==> config.mk <==
export PLATFORM = sky130hd
export DESIGN_NAME = smac_dev_flat
export DESIGN_NICKNAME = d
export VERILOG_FILES = /design/src/smac_pkg.sv /design/src/smac_if.sv /design/src/smac_dev.sv /design/src/flat_wrapper.sv
export SDC_FILE = /design/constraint.sdc
export NUM_CORES = 1
export LEC_CHECK = 0
export BUFFER_PORTS_ARGS = -buffer_cell sky130_fd_sc_hd__buf_2
export CORE_MARGIN = 4
export CORE_UTILIZATION = 55
export CTS_CLUSTER_DIAMETER = 30
export DETAILED_ROUTE_END_ITERATION = 7
export PLACE_DENSITY = 0.77
export SKIP_LAST_GASP = 1
export SLEW_MARGIN = 10
export SYNTH_ARGS = -nofsm -noshare
export SYNTH_HDL_FRONTEND = slang
export SYNTH_SLANG_ARGS = --single-unit
==> constraint.sdc <==
create_clock -name clk_sys -period 11.3 [get_ports clk_sys]
set_input_delay 1.13 -clock clk_sys [delete_from_list [all_inputs] [get_ports clk_sys]]
set_output_delay 1.13 -clock clk_sys [all_outputs]
set_load 0.02 [all_outputs]
==> src/smac_pkg.sv <==
package smac_pkg;

	// Register addresses on the internal data bus.
	localparam logic [7:0] ADDR_MULT_X = 8'hE8;
	localparam logic [7:0] ADDR_MULT_Y = 8'hE9;
	localparam logic [7:0] ADDR_PROD_HI = 8'hEA;
	localparam logic [7:0] ADDR_PROD_LO = 8'hEB;
	localparam logic [7:0] ADDR_ACC_X_B1 = 8'hEC;
	localparam logic [7:0] ADDR_ACC_Y_B0 = 8'hED;
	localparam logic [7:0] ADDR_CLR_A_B2 = 8'hEE;
	localparam logic [7:0] ADDR_CLR_B_B3 = 8'hEF;

	// Widths and reset values.
	localparam int OPER_W = 8;
	localparam int PROD_W = 16;
	localparam int HALF_W = 16;
	localparam logic [7:0] RST_BYTE = 8'h00;
	localparam logic [15:0] RST_HALF = 16'h0000;
	localparam logic [15:0] HALF_ONES = 16'hFFFF;
	localparam logic [7:0] UNMAPPED_DATA = 8'h00;

	// Idle cycles the host inserts after an accumulate trigger.
	localparam int TRIG_GAP = 1;

	// Host user-side operations.
	typedef enum logic [1:0]
	{
		OP_READ,
		OP_WRITE,
		OP_MAC
	} smac_op_type;

endpackage

==> src/smac_if.sv <==
`timescale 1ns/1ps
`default_nettype none
interface smac_if;
	logic wr_en;
	logic rd_en;
	logic [7:0] addr;
	logic [7:0] wdata;
	logic [7:0] rdata;
	logic rvalid;

	// The documented unit.
	modport dev
	(
		input wr_en, rd_en, addr, wdata,
		output rdata, rvalid
	);

	// The CPU side.
	modport cpu
	(
		output wr_en, rd_en, addr, wdata,
		input rdata, rvalid
	);
endinterface
`default_nettype wire

==> src/smac_dev.sv <==
// Contract
// - All operands and results are signed.
// - Product and low accumulator bytes readable immediately.
// - Upper accumulator bytes valid one instruction later.
// - All locations decoded on the data bus.
// - Multiply-register write updates product only.
// - Accumulate-register write performs multiply-accumulate.
// - Either X write loads shared X.
// - Either Y write loads shared Y.
// - Clear register write zeroes accumulator.
// - Software loads first operand via multiply register.
// - Second operand to accumulate register triggers.
// - Operands are 8-bit signed values.
// - Product is 16-bit, high byte upper.
// - Accumulator 32-bit, byte 0 least significant.
// - Software spaces accumulate triggers by one instruction.
// - Accumulate X address reads accumulator byte 1.
// - Accumulate Y address reads accumulator byte 0.
// - Product high at EAh, low at EBh.
`timescale 1ns/1ps
`default_nettype none
module smac_dev
(
	// Clock, reset and enable.
	input wire logic clk_sys,
	input wire logic reset_n,
	input wire logic clk_en,
	// Register bus towards the CPU.
	smac_if.dev bus,
	// Observation of the accumulator.
	output logic [31:0] acc_value,
	output logic acc_busy
);

	// Operand, product and accumulator state.
	// signed 8-bit operands
	logic signed [7:0] op_x_r;
	logic signed [7:0] op_x_nxt;
	logic signed [7:0] op_y_r;
	logic signed [7:0] op_y_nxt;
	logic signed [15:0] prod_r;
	logic signed [15:0] prod_nxt;
	logic [15:0] acc_lo_r;
	logic [15:0] acc_lo_nxt;
	logic [15:0] acc_hi_r;
	logic [15:0] acc_hi_nxt;
	logic pend_r;
	logic pend_nxt;
	logic pend_carry_r;
	logic pend_carry_nxt;
	logic pend_ext_r;
	logic pend_ext_nxt;
	logic [7:0] rdata_r;
	logic [7:0] rdata_nxt;
	logic rvalid_r;
	logic rvalid_nxt;

	// Decoded strobes and arithmetic terms.
	logic wr_mult_x;
	logic wr_mult_y;
	logic wr_acc_x;
	logic wr_acc_y;
	logic wr_clear;
	logic trig;
	logic signed [15:0] prod_new;
	logic [16:0] lo_sum;

	// Write decode of the data bus.
	// bus address decode
	assign wr_mult_x = bus.wr_en && (bus.addr == smac_pkg::ADDR_MULT_X);
	assign wr_mult_y = bus.wr_en && (bus.addr == smac_pkg::ADDR_MULT_Y);
	assign wr_acc_x = bus.wr_en && (bus.addr == smac_pkg::ADDR_ACC_X_B1);
	assign wr_acc_y = bus.wr_en && (bus.addr == smac_pkg::ADDR_ACC_Y_B0);
	assign wr_clear = bus.wr_en
		&& ((bus.addr == smac_pkg::ADDR_CLR_A_B2) || (bus.addr == smac_pkg::ADDR_CLR_B_B3));
	assign trig = wr_acc_x || wr_acc_y;

	// Operand loading and product computed from the operands after this write.
	always_comb
	begin
		op_x_nxt = op_x_r;
		op_y_nxt = op_y_r;
		if (wr_mult_x || wr_acc_x)
		begin
			op_x_nxt = $signed(bus.wdata);
		end
		if (wr_mult_y || wr_acc_y)
		begin
			op_y_nxt = $signed(bus.wdata);
		end
		prod_new = 16'(op_x_nxt) * 16'(op_y_nxt);
		prod_nxt = prod_r;
		if (wr_mult_x || wr_mult_y || trig)
		begin
			prod_nxt = prod_new;
		end
	end

	// Two-step accumulation: low half at once, high half one cycle later.
	always_comb
	begin
		lo_sum = {1'b0, acc_lo_r} + {1'b0, prod_new};
		acc_lo_nxt = acc_lo_r;
		acc_hi_nxt = acc_hi_r;
		pend_nxt = 1'b0;
		pend_carry_nxt = pend_carry_r;
		pend_ext_nxt = pend_ext_r;
		if (pend_r)
		begin
			acc_hi_nxt = acc_hi_r + (pend_ext_r ? smac_pkg::HALF_ONES : smac_pkg::RST_HALF)
				+ {15'h0000, pend_carry_r};
		end
		if (trig)
		begin
			acc_lo_nxt = lo_sum[15:0];
			pend_nxt = 1'b1;
			pend_carry_nxt = lo_sum[16];
			pend_ext_nxt = prod_new[15];
		end
		if (wr_clear)
		begin
			acc_lo_nxt = smac_pkg::RST_HALF;
			acc_hi_nxt = smac_pkg::RST_HALF;
			pend_nxt = 1'b0;
		end
	end

	// Read multiplexer; data is returned one cycle after the read strobe.
	always_comb
	begin
		rvalid_nxt = bus.rd_en;
		rdata_nxt = rdata_r;
		if (bus.rd_en)
		begin
			case (bus.addr)
				smac_pkg::ADDR_PROD_HI: rdata_nxt = prod_r[15:8];
				smac_pkg::ADDR_PROD_LO: rdata_nxt = prod_r[7:0];
				smac_pkg::ADDR_ACC_X_B1: rdata_nxt = acc_lo_r[15:8];
				smac_pkg::ADDR_ACC_Y_B0: rdata_nxt = acc_lo_r[7:0];
				smac_pkg::ADDR_CLR_A_B2: rdata_nxt = acc_hi_r[7:0];
				smac_pkg::ADDR_CLR_B_B3: rdata_nxt = acc_hi_r[15:8];
				default: rdata_nxt = smac_pkg::UNMAPPED_DATA;
			endcase
		end
	end

	// State registers, frozen while the clock enable is low.
	// reset to zero
	always_ff @(posedge clk_sys or negedge reset_n)
	begin
		if (!reset_n)
		begin
			op_x_r <= smac_pkg::RST_BYTE;
			op_y_r <= smac_pkg::RST_BYTE;
			prod_r <= smac_pkg::RST_HALF;
			acc_lo_r <= smac_pkg::RST_HALF;
			acc_hi_r <= smac_pkg::RST_HALF;
			pend_r <= 1'b0;
			pend_carry_r <= 1'b0;
			pend_ext_r <= 1'b0;
			rdata_r <= smac_pkg::RST_BYTE;
			rvalid_r <= 1'b0;
		end
		else if (clk_en)
		begin
			op_x_r <= op_x_nxt;
			op_y_r <= op_y_nxt;
			prod_r <= prod_nxt;
			acc_lo_r <= acc_lo_nxt;
			acc_hi_r <= acc_hi_nxt;
			pend_r <= pend_nxt;
			pend_carry_r <= pend_carry_nxt;
			pend_ext_r <= pend_ext_nxt;
			rdata_r <= rdata_nxt;
			rvalid_r <= rvalid_nxt;
		end
	end

	// Outputs.
	assign bus.rdata = rdata_r;
	assign bus.rvalid = rvalid_r;
	assign acc_value = {acc_hi_r, acc_lo_r};
	assign acc_busy = pend_r;

endmodule
`default_nettype wire

==> src/flat_wrapper.sv <==
// flat-port wrapper written by rule: the top's interface ports become plain ports
module smac_dev_flat 
  (clk_sys, reset_n, clk_en, acc_value, acc_busy, bus_wr_en, bus_rd_en, bus_addr, bus_wdata, bus_rdata, bus_rvalid);
  smac_if bus_i ();
  input wire logic clk_sys;
  input wire logic reset_n;
  input wire logic clk_en;
  output logic [31:0] acc_value;
  output logic acc_busy;
  input wire logic [$bits(bus_i.wr_en)-1:0] bus_wr_en;
  input wire logic [$bits(bus_i.rd_en)-1:0] bus_rd_en;
  input wire logic [$bits(bus_i.addr)-1:0] bus_addr;
  input wire logic [$bits(bus_i.wdata)-1:0] bus_wdata;
  output wire logic [$bits(bus_i.rdata)-1:0] bus_rdata;
  output wire logic [$bits(bus_i.rvalid)-1:0] bus_rvalid;
  assign bus_i.wr_en = bus_wr_en;
  assign bus_i.rd_en = bus_rd_en;
  assign bus_i.addr = bus_addr;
  assign bus_i.wdata = bus_wdata;
  assign bus_rdata = bus_i.rdata;
  assign bus_rvalid = bus_i.rvalid;
  smac_dev u_core (.clk_sys(clk_sys), .reset_n(reset_n), .clk_en(clk_en), .bus(bus_i), .acc_value(acc_value), .acc_busy(acc_busy));
endmodule
; After elaboration in Yosys (flattened, before gate mapping)
; Index checks and enable logic that the tools add are counted.
[word_totals]
mem_count = 0
wordCells = 50
regBits = 76
ramBits = 0
rom_bits = 0
latch_bits = 0
output_inout_bits = 42
inputBits = 21
[op_classes]
magnitude_cmp = 0
shift = 0
n_mul = 1
n_reduce_logical = 18
addsub = 3
muxes = 10
n_bitwise = 0
div = 0
eq_ne = 8
[op_table]
columns = op, count
row1 = 2-to-1 mux 16 bit, 5
row2 = "== test 8 bit, second input constant", 8
row3 = one-hot mux 8 bit (6 select lines), 1
row4 = adder 16 x 16 -> 17 bit, 1
row5 = adder 16 x 1 -> 16 bit, 1
row6 = adder 16 bit, 1
row7 = multiplier 8 x 8 -> 16 bit, 1
row8 = 2-to-1 mux 8 bit, 2
row9 = AND reduction 2 bit, 5
row10 = logical OR 1 bit, 6
row11 = logical AND 1 bit, 5
row12 = nonzero test 2 bit, 2
row13 = 2-to-1 mux 1 bit, 2

; Longest topological paths before layout
; Gate-level depths: netlist (run 1).
[depth]
depth_word = 8
depth_mapped = 30
mapped_depth_nobuf = 29

; Worst setup path before layout (run 1)
; Ideal clock, no wire load.
[synth_path]
kind = input-to-reg
startpoint = in bus_addr[5]
endpoint = reg u_core.acc_lo_r[13]
arrival_time_ns = 7.021
required_ns = 11.184
path_slack_ns = 4.163
cell_stages = 27
setup_ns = 0.116
n_path_buf = 1
cell_sequence = nor2b_4 -> nand4_4 -> nor3b_4 -> and2b_1 -> buf_6 -> mux2i_1 -> nor2_1 -> fa_1 -> inv_1 -> fa_1 -> inv_1 -> fa_1 -> inv_1 -> fa_1 -> inv_1 -> ha_1 -> o21ai_0 -> nor2b_1 -> xnor2_1 -> ha_1 -> a21oi_1 -> o21ai_0 -> and2_1 -> a31o_2 -> o22a_1 -> a2111o_1 -> o311ai_0
[synth_via]
elab_chain_len = 8
word_cells_on_any_way = 23
classes_between = add/sub (1) / mul (1) / eq/ne (6) / mux (4) / reduce/logical (11)
[synth_lines]
columns = item, line_no
row1 = start: declaration, flat_wrapper.sv:12  ; input wire logic [$bits(bus_i.addr)-1:0] bus_addr;
row2 = == test 8 bit (on tied branches), -
row3 = logical AND 1 bit (on tied branches), -
row4 = logical OR 1 bit (on tied branches), "smac_dev.sv:83, smac_dev.sv:87"
row5 = 2-to-1 mux 8 bit (on tied branches), "smac_dev.sv:83, smac_dev.sv:87"
row6 = multiplier 8 x 8 -> 16 bit (*), smac_dev.sv:91  ; prod_new = 16'(op_x_nxt) * 16'(op_y_nxt);
row7 = net u_core.prod_new[8], smac_dev.sv:65  ; logic signed [15:0] prod_new;
row8 = adder 16 x 16 -> 17 bit (*), smac_dev.sv:102  ; lo_sum = {1'b0, acc_lo_r} + {1'b0, prod_new};
row9 = 2-to-1 mux 16 bit (*), smac_dev.sv:113  ; if (trig)
row10 = 2-to-1 mux 16 bit (*), smac_dev.sv:120  ; if (wr_clear)
row11 = end signal: assignment, smac_dev.sv:156  ; acc_lo_r <= smac_pkg::RST_HALF;
row12 = end signal: assignment, smac_dev.sv:169  ; acc_lo_r <= acc_lo_nxt;
row13 = end: declaration, smac_dev.sv:43  ; logic [15:0] acc_lo_r;
; The timed path passes the listed nets; every way through them passes the cells marked *. The select of a mux whose other input is x is not followed.
; A chain may end at the register's enable or synchronous reset.

; Worst setup path after layout (run 1)
[layout_path]
startpoint = in bus_addr[4]
endpoint = reg u_core.pend_carry_r
[layout_via]
elab_chain_len = 6
word_cells_on_any_way = 16
classes_between = add/sub (1) / mul (1) / eq/ne (4) / mux (2) / reduce/logical (8)
[layout_lines]
columns = item, line_no
row1 = == test 8 bit (on tied branches), -
row2 = logical AND 1 bit (on tied branches), -
row3 = logical OR 1 bit (on tied branches), "smac_dev.sv:83, smac_dev.sv:87"
row4 = 2-to-1 mux 8 bit (on tied branches), "smac_dev.sv:83, smac_dev.sv:87"
row5 = multiplier 8 x 8 -> 16 bit (*), smac_dev.sv:91
row6 = net u_core.prod_new[13], smac_dev.sv:65
row7 = adder 16 x 16 -> 17 bit (*), smac_dev.sv:102
row8 = end signal: assignment, smac_dev.sv:172  ; pend_carry_r <= pend_carry_nxt;
row9 = end: declaration, smac_dev.sv:49  ; logic pend_carry_r;
; The timed path passes the listed nets; every way through them passes the cells marked *.

==> impl_metrics.yaml, run 1 <==
detailed_routing:
  dr_total_vias: 5971
  post_drt_wl_per_cell_um: 16.9
  detailedRoute.firstIterationViolations: 428
  number_of_iterations_in_the_first_detailed_routing_pass: 4
  detail-route-antenna-nets: 0
  totalWireLength_mm: 17.5
  vias_per_cell: 5.77
  drc_errors: 0
critical_path:
  cp_max_fo: 10
  critPathLaunchType: "input pin"
  arrival_ns: 7.98
  setup.worst_path.end_class: "register"
  worst_endpoint_required_time_ns: 11.49
  worst-setup-path-type: "in2reg"
timing:
  period_share: 0.689
  slew_violations: 0
  setup_violations: 0
  grt_setup_unrepaired: "no"
  tightestPinTransition_ns: 1.01
  slew_headroom: 0.305
  totalNegativeSetupSlack_ns: 0
  fmax_mhz: 128
  post-route-min-period_ns: 7.79
  final_hold_viol_count: 0
  worst_clock_skew_ns: 0.0117
logic_synthesis:
  yosys.cell_count.top_type: "inv_1"
  post-synth-top-area-fraction: 0.260
  ys_async_sr_fraction: 1.00
  postSynthRegisterBits: 76
  synth_edf_count: 0
  synth_commonest_cells: "inv_1, nor2_1, dfrtp_1"
  synth_top_area_cell: "dfrtp_1"
  mappedNetlistNets: 940
  ys_top_cells_by_area: "dfrtp_1, fa_1, ha_1"
  syn_area_um2: 7310
  gate_count_after_technology_mapping: 802
  yosysWarningCount: 0
  sequential_share_of_the_synthesized_area: 0.260
  synth_cell_types: 62
  synth-main-ff-cell: "dfrtp_1"
  syn-mean-instance-area_um2: 9.11
global_routing:
  grt-ovfl-total: 0
  grt_antenna_before_repair: 0
  first_pass_grt_wire_length_mm: 29.8
  grt_max_degree: 77
  vias_in_the_first_global_route: 5886
  grt.total_usage: 0.249
clocking:
  clockBufferDepth: 2
  clock-root-buffer: "clkbuf_16"
  cts_tree: "yes"
  clkSinkCount: 76
  clock_slew_at_reported_path_ffs_ns: 0.06
  cts.repair_timing.setup_buffer_count: 0
  hold_buffers: 0
  cts_buffers: 9
  worst_skew_pair.late_latency_ns: 0.35
  clock_tree.htree_level_count: 3
  cts_resized: 0
final_layout:
  fill_cells: 1075
  drive_above_1_share: 0.136
  antenna_cells: 0
  finalNetCount: 996
  flow.area_growth_from_synthesis_pct: 11.0
  final_cell_area_um2: 8110
place:
  dpl-instance-area_um2: 7770
  hpwlAfterDp_mm: 13.5
  final_replace_weighted_congestion: 0.918
  io_buffer_count: 62
floorplan:
  die-area_um2: 15200
  fp.coreArea_um2: 12800
  start_util: 0.570
  io_pins: 63
  rows: 41
  floorplan.die.width_um: 123
  die_y_um: 123
run:
  max_cap_violations: 0
outcome:
  outcome: "complete, no violations"
hold_path:
  path_type_of_the_worst_min_delay_path: "reg2reg"
==> critical path: stages <==
cell and delay (ns):
buf_2 0.11, nor2b_4 0.13, nand4_4 0.19, nor3b_4 0.30, and2b_1 0.48, mux2i_1 0.84
nand2_1 0.16, fa_1 0.48, fa_1 0.49, inv_1 0.05, fa_1 0.47, inv_1 0.05
fa_1 0.47, inv_1 0.05, ha_1 0.30, o21ai_0 0.08, nor2_1 0.08, o31a_1 0.28
o2111ai_1 0.25, nand2_1 0.10, xor2_1 0.26, ha_1 0.37, a21o_1 0.23, a21o_1 0.18
a21oi_1 0.14, nor2_1 0.05, a21oi_1 0.14, o31ai_1 0.10
==> through the flow <==
step	instances	utilization	hold WS, ns	worst slack, ns
final	1035	0.632	0.497	3.51
after global routing	1035	0.632	0.516	3.04
after CTS	1035	0.632	0.501	3.54
after detailed placement	1019	0.606	0.489	3.24
after global placement	1019	0.606	0.481	3.34
after floorplan	802	-	0.449	4.16
==> flip-flops by register name, indices dropped and copies added, names as in the netlist <==
name,count
u_core.bus.rdata,8
u_core.acc_lo_r,16
u_core.op_y_r,8
u_core.op_x_r,8
u_core.bus.rvalid,1
u_core.prod_r,16
u_core.pend_ext_r,1
u_core.acc_busy,1
u_core.pend_carry_r,1
u_core.acc_hi_r,16
==> layout by cell type (no fill, tap or decap), types with 11 or more instances in the layout <==
cell,count
a21oi_1,43
a22o_1,17
buf_2,61
dfrtp_1,76
fa_1,58
ha_1,59
inv_1,105
mux2_2,15
mux2i_1,24
nand2_1,64
nor2_1,77
nor2b_1,11
o21ai_0,57
or2_2,14
xnor2_1,21
xor2_1,11
==> routing by layer <==
| metal | up-vias | global-route usage | wire length, um |
|---|---|---|---|
| met4 | 0 | 0.0616 | 200 |
| met2 | 157 | 0.369 | 7520 |
| met5 | - | 0 | 0 |
| met1 | 2920 | 0.381 | 8680 |
| met3 | 22 | 0.0435 | 1070 |
| li1 | 2872 | - | - |
==> final timing paths <==
path,startpoint,to,slack (ns),cells past startpoint
worst max register to register,u_core.op_y_r[0]$_DFFE_PN0P_,u_core.pend_carry_r$_DFFE_PN0P_,5.00,24
worst min register to register,u_core.bus.rdata[2]$_DFFE_PN0P_,u_core.bus.rdata[2]$_DFFE_PN0P_,0.50,1
min in group asynchronous,reset_n,u_core.acc_hi_r[4]$_DFFE_PN0P_,0.91,1
worst max-delay path,bus_addr[4],u_core.pend_carry_r$_DFFE_PN0P_,3.51,28
max in group asynchronous,reset_n,u_core.op_y_r[3]$_DFFE_PN0P_,9.70,1
worst min-delay path,u_core.bus.rdata[2]$_DFFE_PN0P_,u_core.bus.rdata[2]$_DFFE_PN0P_,0.50,1
==> logic make-up after synthesis <==
kind of cell	share of synthesized area
AND/OR/NAND/NOR	0.154
AO/OA/AOI/OAI	0.161
buffers and inverters	0.0649
adder cells (fa/ha/maj)	0.260
flip-flops	0.260
multiplexers	0.0621
XOR/XNOR	0.0383
==> final cells by class <==
type                       instances  area [um2]  share of cell area
clock buffer                      10         239              0.0295
clock inverter                     6        96.3              0.0119
inverter                         105         394              0.0486
multi-input combinational        602        4940               0.609
sequential                        76        1900               0.234
tap                              172         215              0.0265
timing repair buffer              64         328              0.0404
Power of run 1 is not shown: default switching activity piles up to over one toggle a cycle in this logic, so the estimate is an artifact.
==> run 2: changes to the inputs <==
--- a/config.mk
+++ b/config.mk
@@ -10,7 +10,7 @@
 export CORE_UTILIZATION = 55
 export CTS_CLUSTER_DIAMETER = 30
 export DETAILED_ROUTE_END_ITERATION = 7
-export PLACE_DENSITY = 0.77
+export PLACE_DENSITY = 0.8
 export SKIP_LAST_GASP = 1
 export SLEW_MARGIN = 10
 export SYNTH_ARGS = -nofsm -noshare
==> constraint.sdc (replaced) <==
create_clock -name clk_sys -period 6.9 [get_ports clk_sys]
set_input_delay 0.69 -clock clk_sys [delete_from_list [all_inputs] [get_ports clk_sys]]
set_output_delay 0.69 -clock clk_sys [all_outputs]
set_load 0.02 [all_outputs]
==> run 2 against run 1 <==
  * Global-route usage grew 1.8 points
  * Critical endpoint is now u_core.acc_lo_r[13]$_DFFE_PN0P_
  * Critical path depth grew 2
  * Sequential share of layout area shrank 1.4 points
  * Design area grew 6.2%
  * First-iteration DRC count grew 10%
==> impl_metrics.yaml, run 2 (synthesis results as in run 1) <==
global_routing:
  first_pass_grt_wire_length_mm: 31.6
  grt.total_usage: 0.267
  grt-ovfl-total: 0
  grt_max_degree: 77
  vias_in_the_first_global_route: 6209
  grt_antenna_before_repair: 0
detailed_routing:
  highest-signal-layer: "met4"
  drc_errors: 0
  number_of_iterations_in_the_first_detailed_routing_pass: 5
  drt-met1-wl_mm: 8.69
  detail-route-antenna-nets: 0
  routed_length_on_met2_mm: 8.17
  met3_wirelength_mm: 1.34
  vias_per_cell: 5.69
  detailedRoute.firstIterationViolations: 471
  dr_total_vias: 6235
  post_drt_wl_per_cell_um: 17.1
  totalWireLength_mm: 18.7
timing:
  setup_violations: 0
  grt_setup_unrepaired: "yes"
  post-route-min-period_ns: 6.59
  finalHoldWorstSlack_ns: 0.482
  slew_violations: 0
  tightestPinTransition_ns: 0.975
  final_hold_viol_count: 0
  period_share: 0.955
  slew_headroom: 0.350
  worst_clock_skew_ns: 0.0102
  fmax_mhz: 152
critical_path:
  worst-r2r-setup-slack_ns: 1.20
  worst-setup-path-type: "in2reg"
  rr_endpoint: "u_core.acc_lo_r[15]$_DFFE_PN0P_"
  arrival_ns: 6.82
  setup.worst_path.end_class: "register"
  cpMostUsedCell: "ha_1"
  worst_endpoint_required_time_ns: 7.13
  critPathLaunchType: "input pin"
  worstReg2RegStart: "u_core.op_y_r[5]$_DFFE_PN0P_"
  master_of_the_slowest_instance_on_the_critical_path: "fa_1"
  crit_start: "bus_addr[5]"
  r2r.worst_path.cells: 23
  slowest_stage_delay_cp_ns: 0.47
  cp_max_fo: 9
place:
  hpwlAfterDp_mm: 14.8
  io_buffer_count: 62
  dpl-instance-area_um2: 8230
  final_replace_weighted_congestion: 0.962
  total_instance_count_after_detailed_placement: 1078
final_layout:
  instances_no_fill: 1095
  antenna_cells: 0
  flow.area_growth_from_synthesis_pct: 17.9
  layout_common_cells: "inv_1, nor2_1, dfrtp_1, nand2_1, buf_4"
  drive_above_1_share: 0.204
  top_regs: "u_core.acc_hi_r x16, u_core.acc_lo_r x16, u_core.prod_r x16"
  fill_cells: 999
  final_cell_area_um2: 8610
  finalNetCount: 1056
  layout.cells.most_common: "inv_1"
clocking:
  worst_skew_pair.late_latency_ns: 0.35
  clockBufferDepth: 2
  hold_buffers: 0
  cts_buffers: 9
  clock-root-buffer: "clkbuf_16"
  clock_tree.htree_level_count: 3
  clock_slew_at_reported_path_ffs_ns: 0.07
  clkSinkCount: 76
  cts_tree: "yes"
floorplan:
  io_pins: 63
  start_util: 0.570
  rows: 41
  die-area_um2: 15200
  die_y_um: 123
  floorplan.die.width_um: 123
  fp.coreArea_um2: 12800
outcome:
  outcome: "complete, no violations"
run:
  max_cap_violations: 0
hold_path:
  timing.hold.worst.start: "u_core.prod_r[3]$_DFFE_PN0P_"
  holdPathEnd: "u_core.prod_r[3]$_DFFE_PN0P_"
  hold_path_cells: 2
  path_type_of_the_worst_min_delay_path: "reg2reg"
-- run 2: per-layer routing --
| layer | GRT usage | up-vias |
|---|---|---|
| met3 | 0.0549 | 41 |
| met1 | 0.393 | 2980 |
| met4 | 0.0810 | 0 |
| met5 | 0 | - |
| li1 | - | 2986 |
| met2 | 0.398 | 228 |
-- run 2: final cells by class --
class,count,area (um2),area share
Inverter,105,394,0.0458
Timing Repair Buffer,124,791,0.0918
Sequential cell,76,1900,0.221
Tap cell,172,215,0.0250
Clock inverter,5,37.5,0.00436
Multi-Input combinational cell,602,5040,0.585
Clock buffer,11,233,0.0270
-- run 2: metrics by stage --
step	util	setup slack, ns	setup TNS [ns]
final	0.672	0.310	0
after global routing	0.672	-0.0486	-0.0785
after CTS	0.663	0.200	0
after detailed placement	0.641	-0.0820	-0.141
after global placement	0.641	0.0565	0
after floorplan	-	0.203	0
-- run 2: critical path: cells and delay by family --
kind	cells	cell delay (ns)
AND/OR/NAND/NOR	8	1.33
AO/OA/AOI/OAI	7	1.25
buffers and inverters	6	0.63
multiplexers	1	0.25
adder cells (fa/ha/maj)	7	2.44
XOR/XNOR	1	0.22
-- run 2: repair_timing --
action,in CTS,in global routing
hold endpoints to repair,0,0
setup buffers,0,1
endpoints found under the setup margin,0,5
resized for setup,0,20
-- run 2: how the worst max path moves through the flow --
| stage | end | cells after the start |
|---|---|---|
| after floorplan | u_core.acc_lo_r[13]$_DFFE_PN0P_ | 27 |
| after global placement | u_core.acc_lo_r[13]$_DFFE_PN0P_ | 28 |
| after detailed placement | u_core.acc_lo_r[13]$_DFFE_PN0P_ | 30 |
| after CTS | u_core.acc_lo_r[13]$_DFFE_PN0P_ | 30 |
| after global routing | u_core.acc_lo_r[13]$_DFFE_PN0P_ | 30 |
| final | u_core.acc_lo_r[13]$_DFFE_PN0P_ | 30 |
Power of run 2 is left out for the same reason.
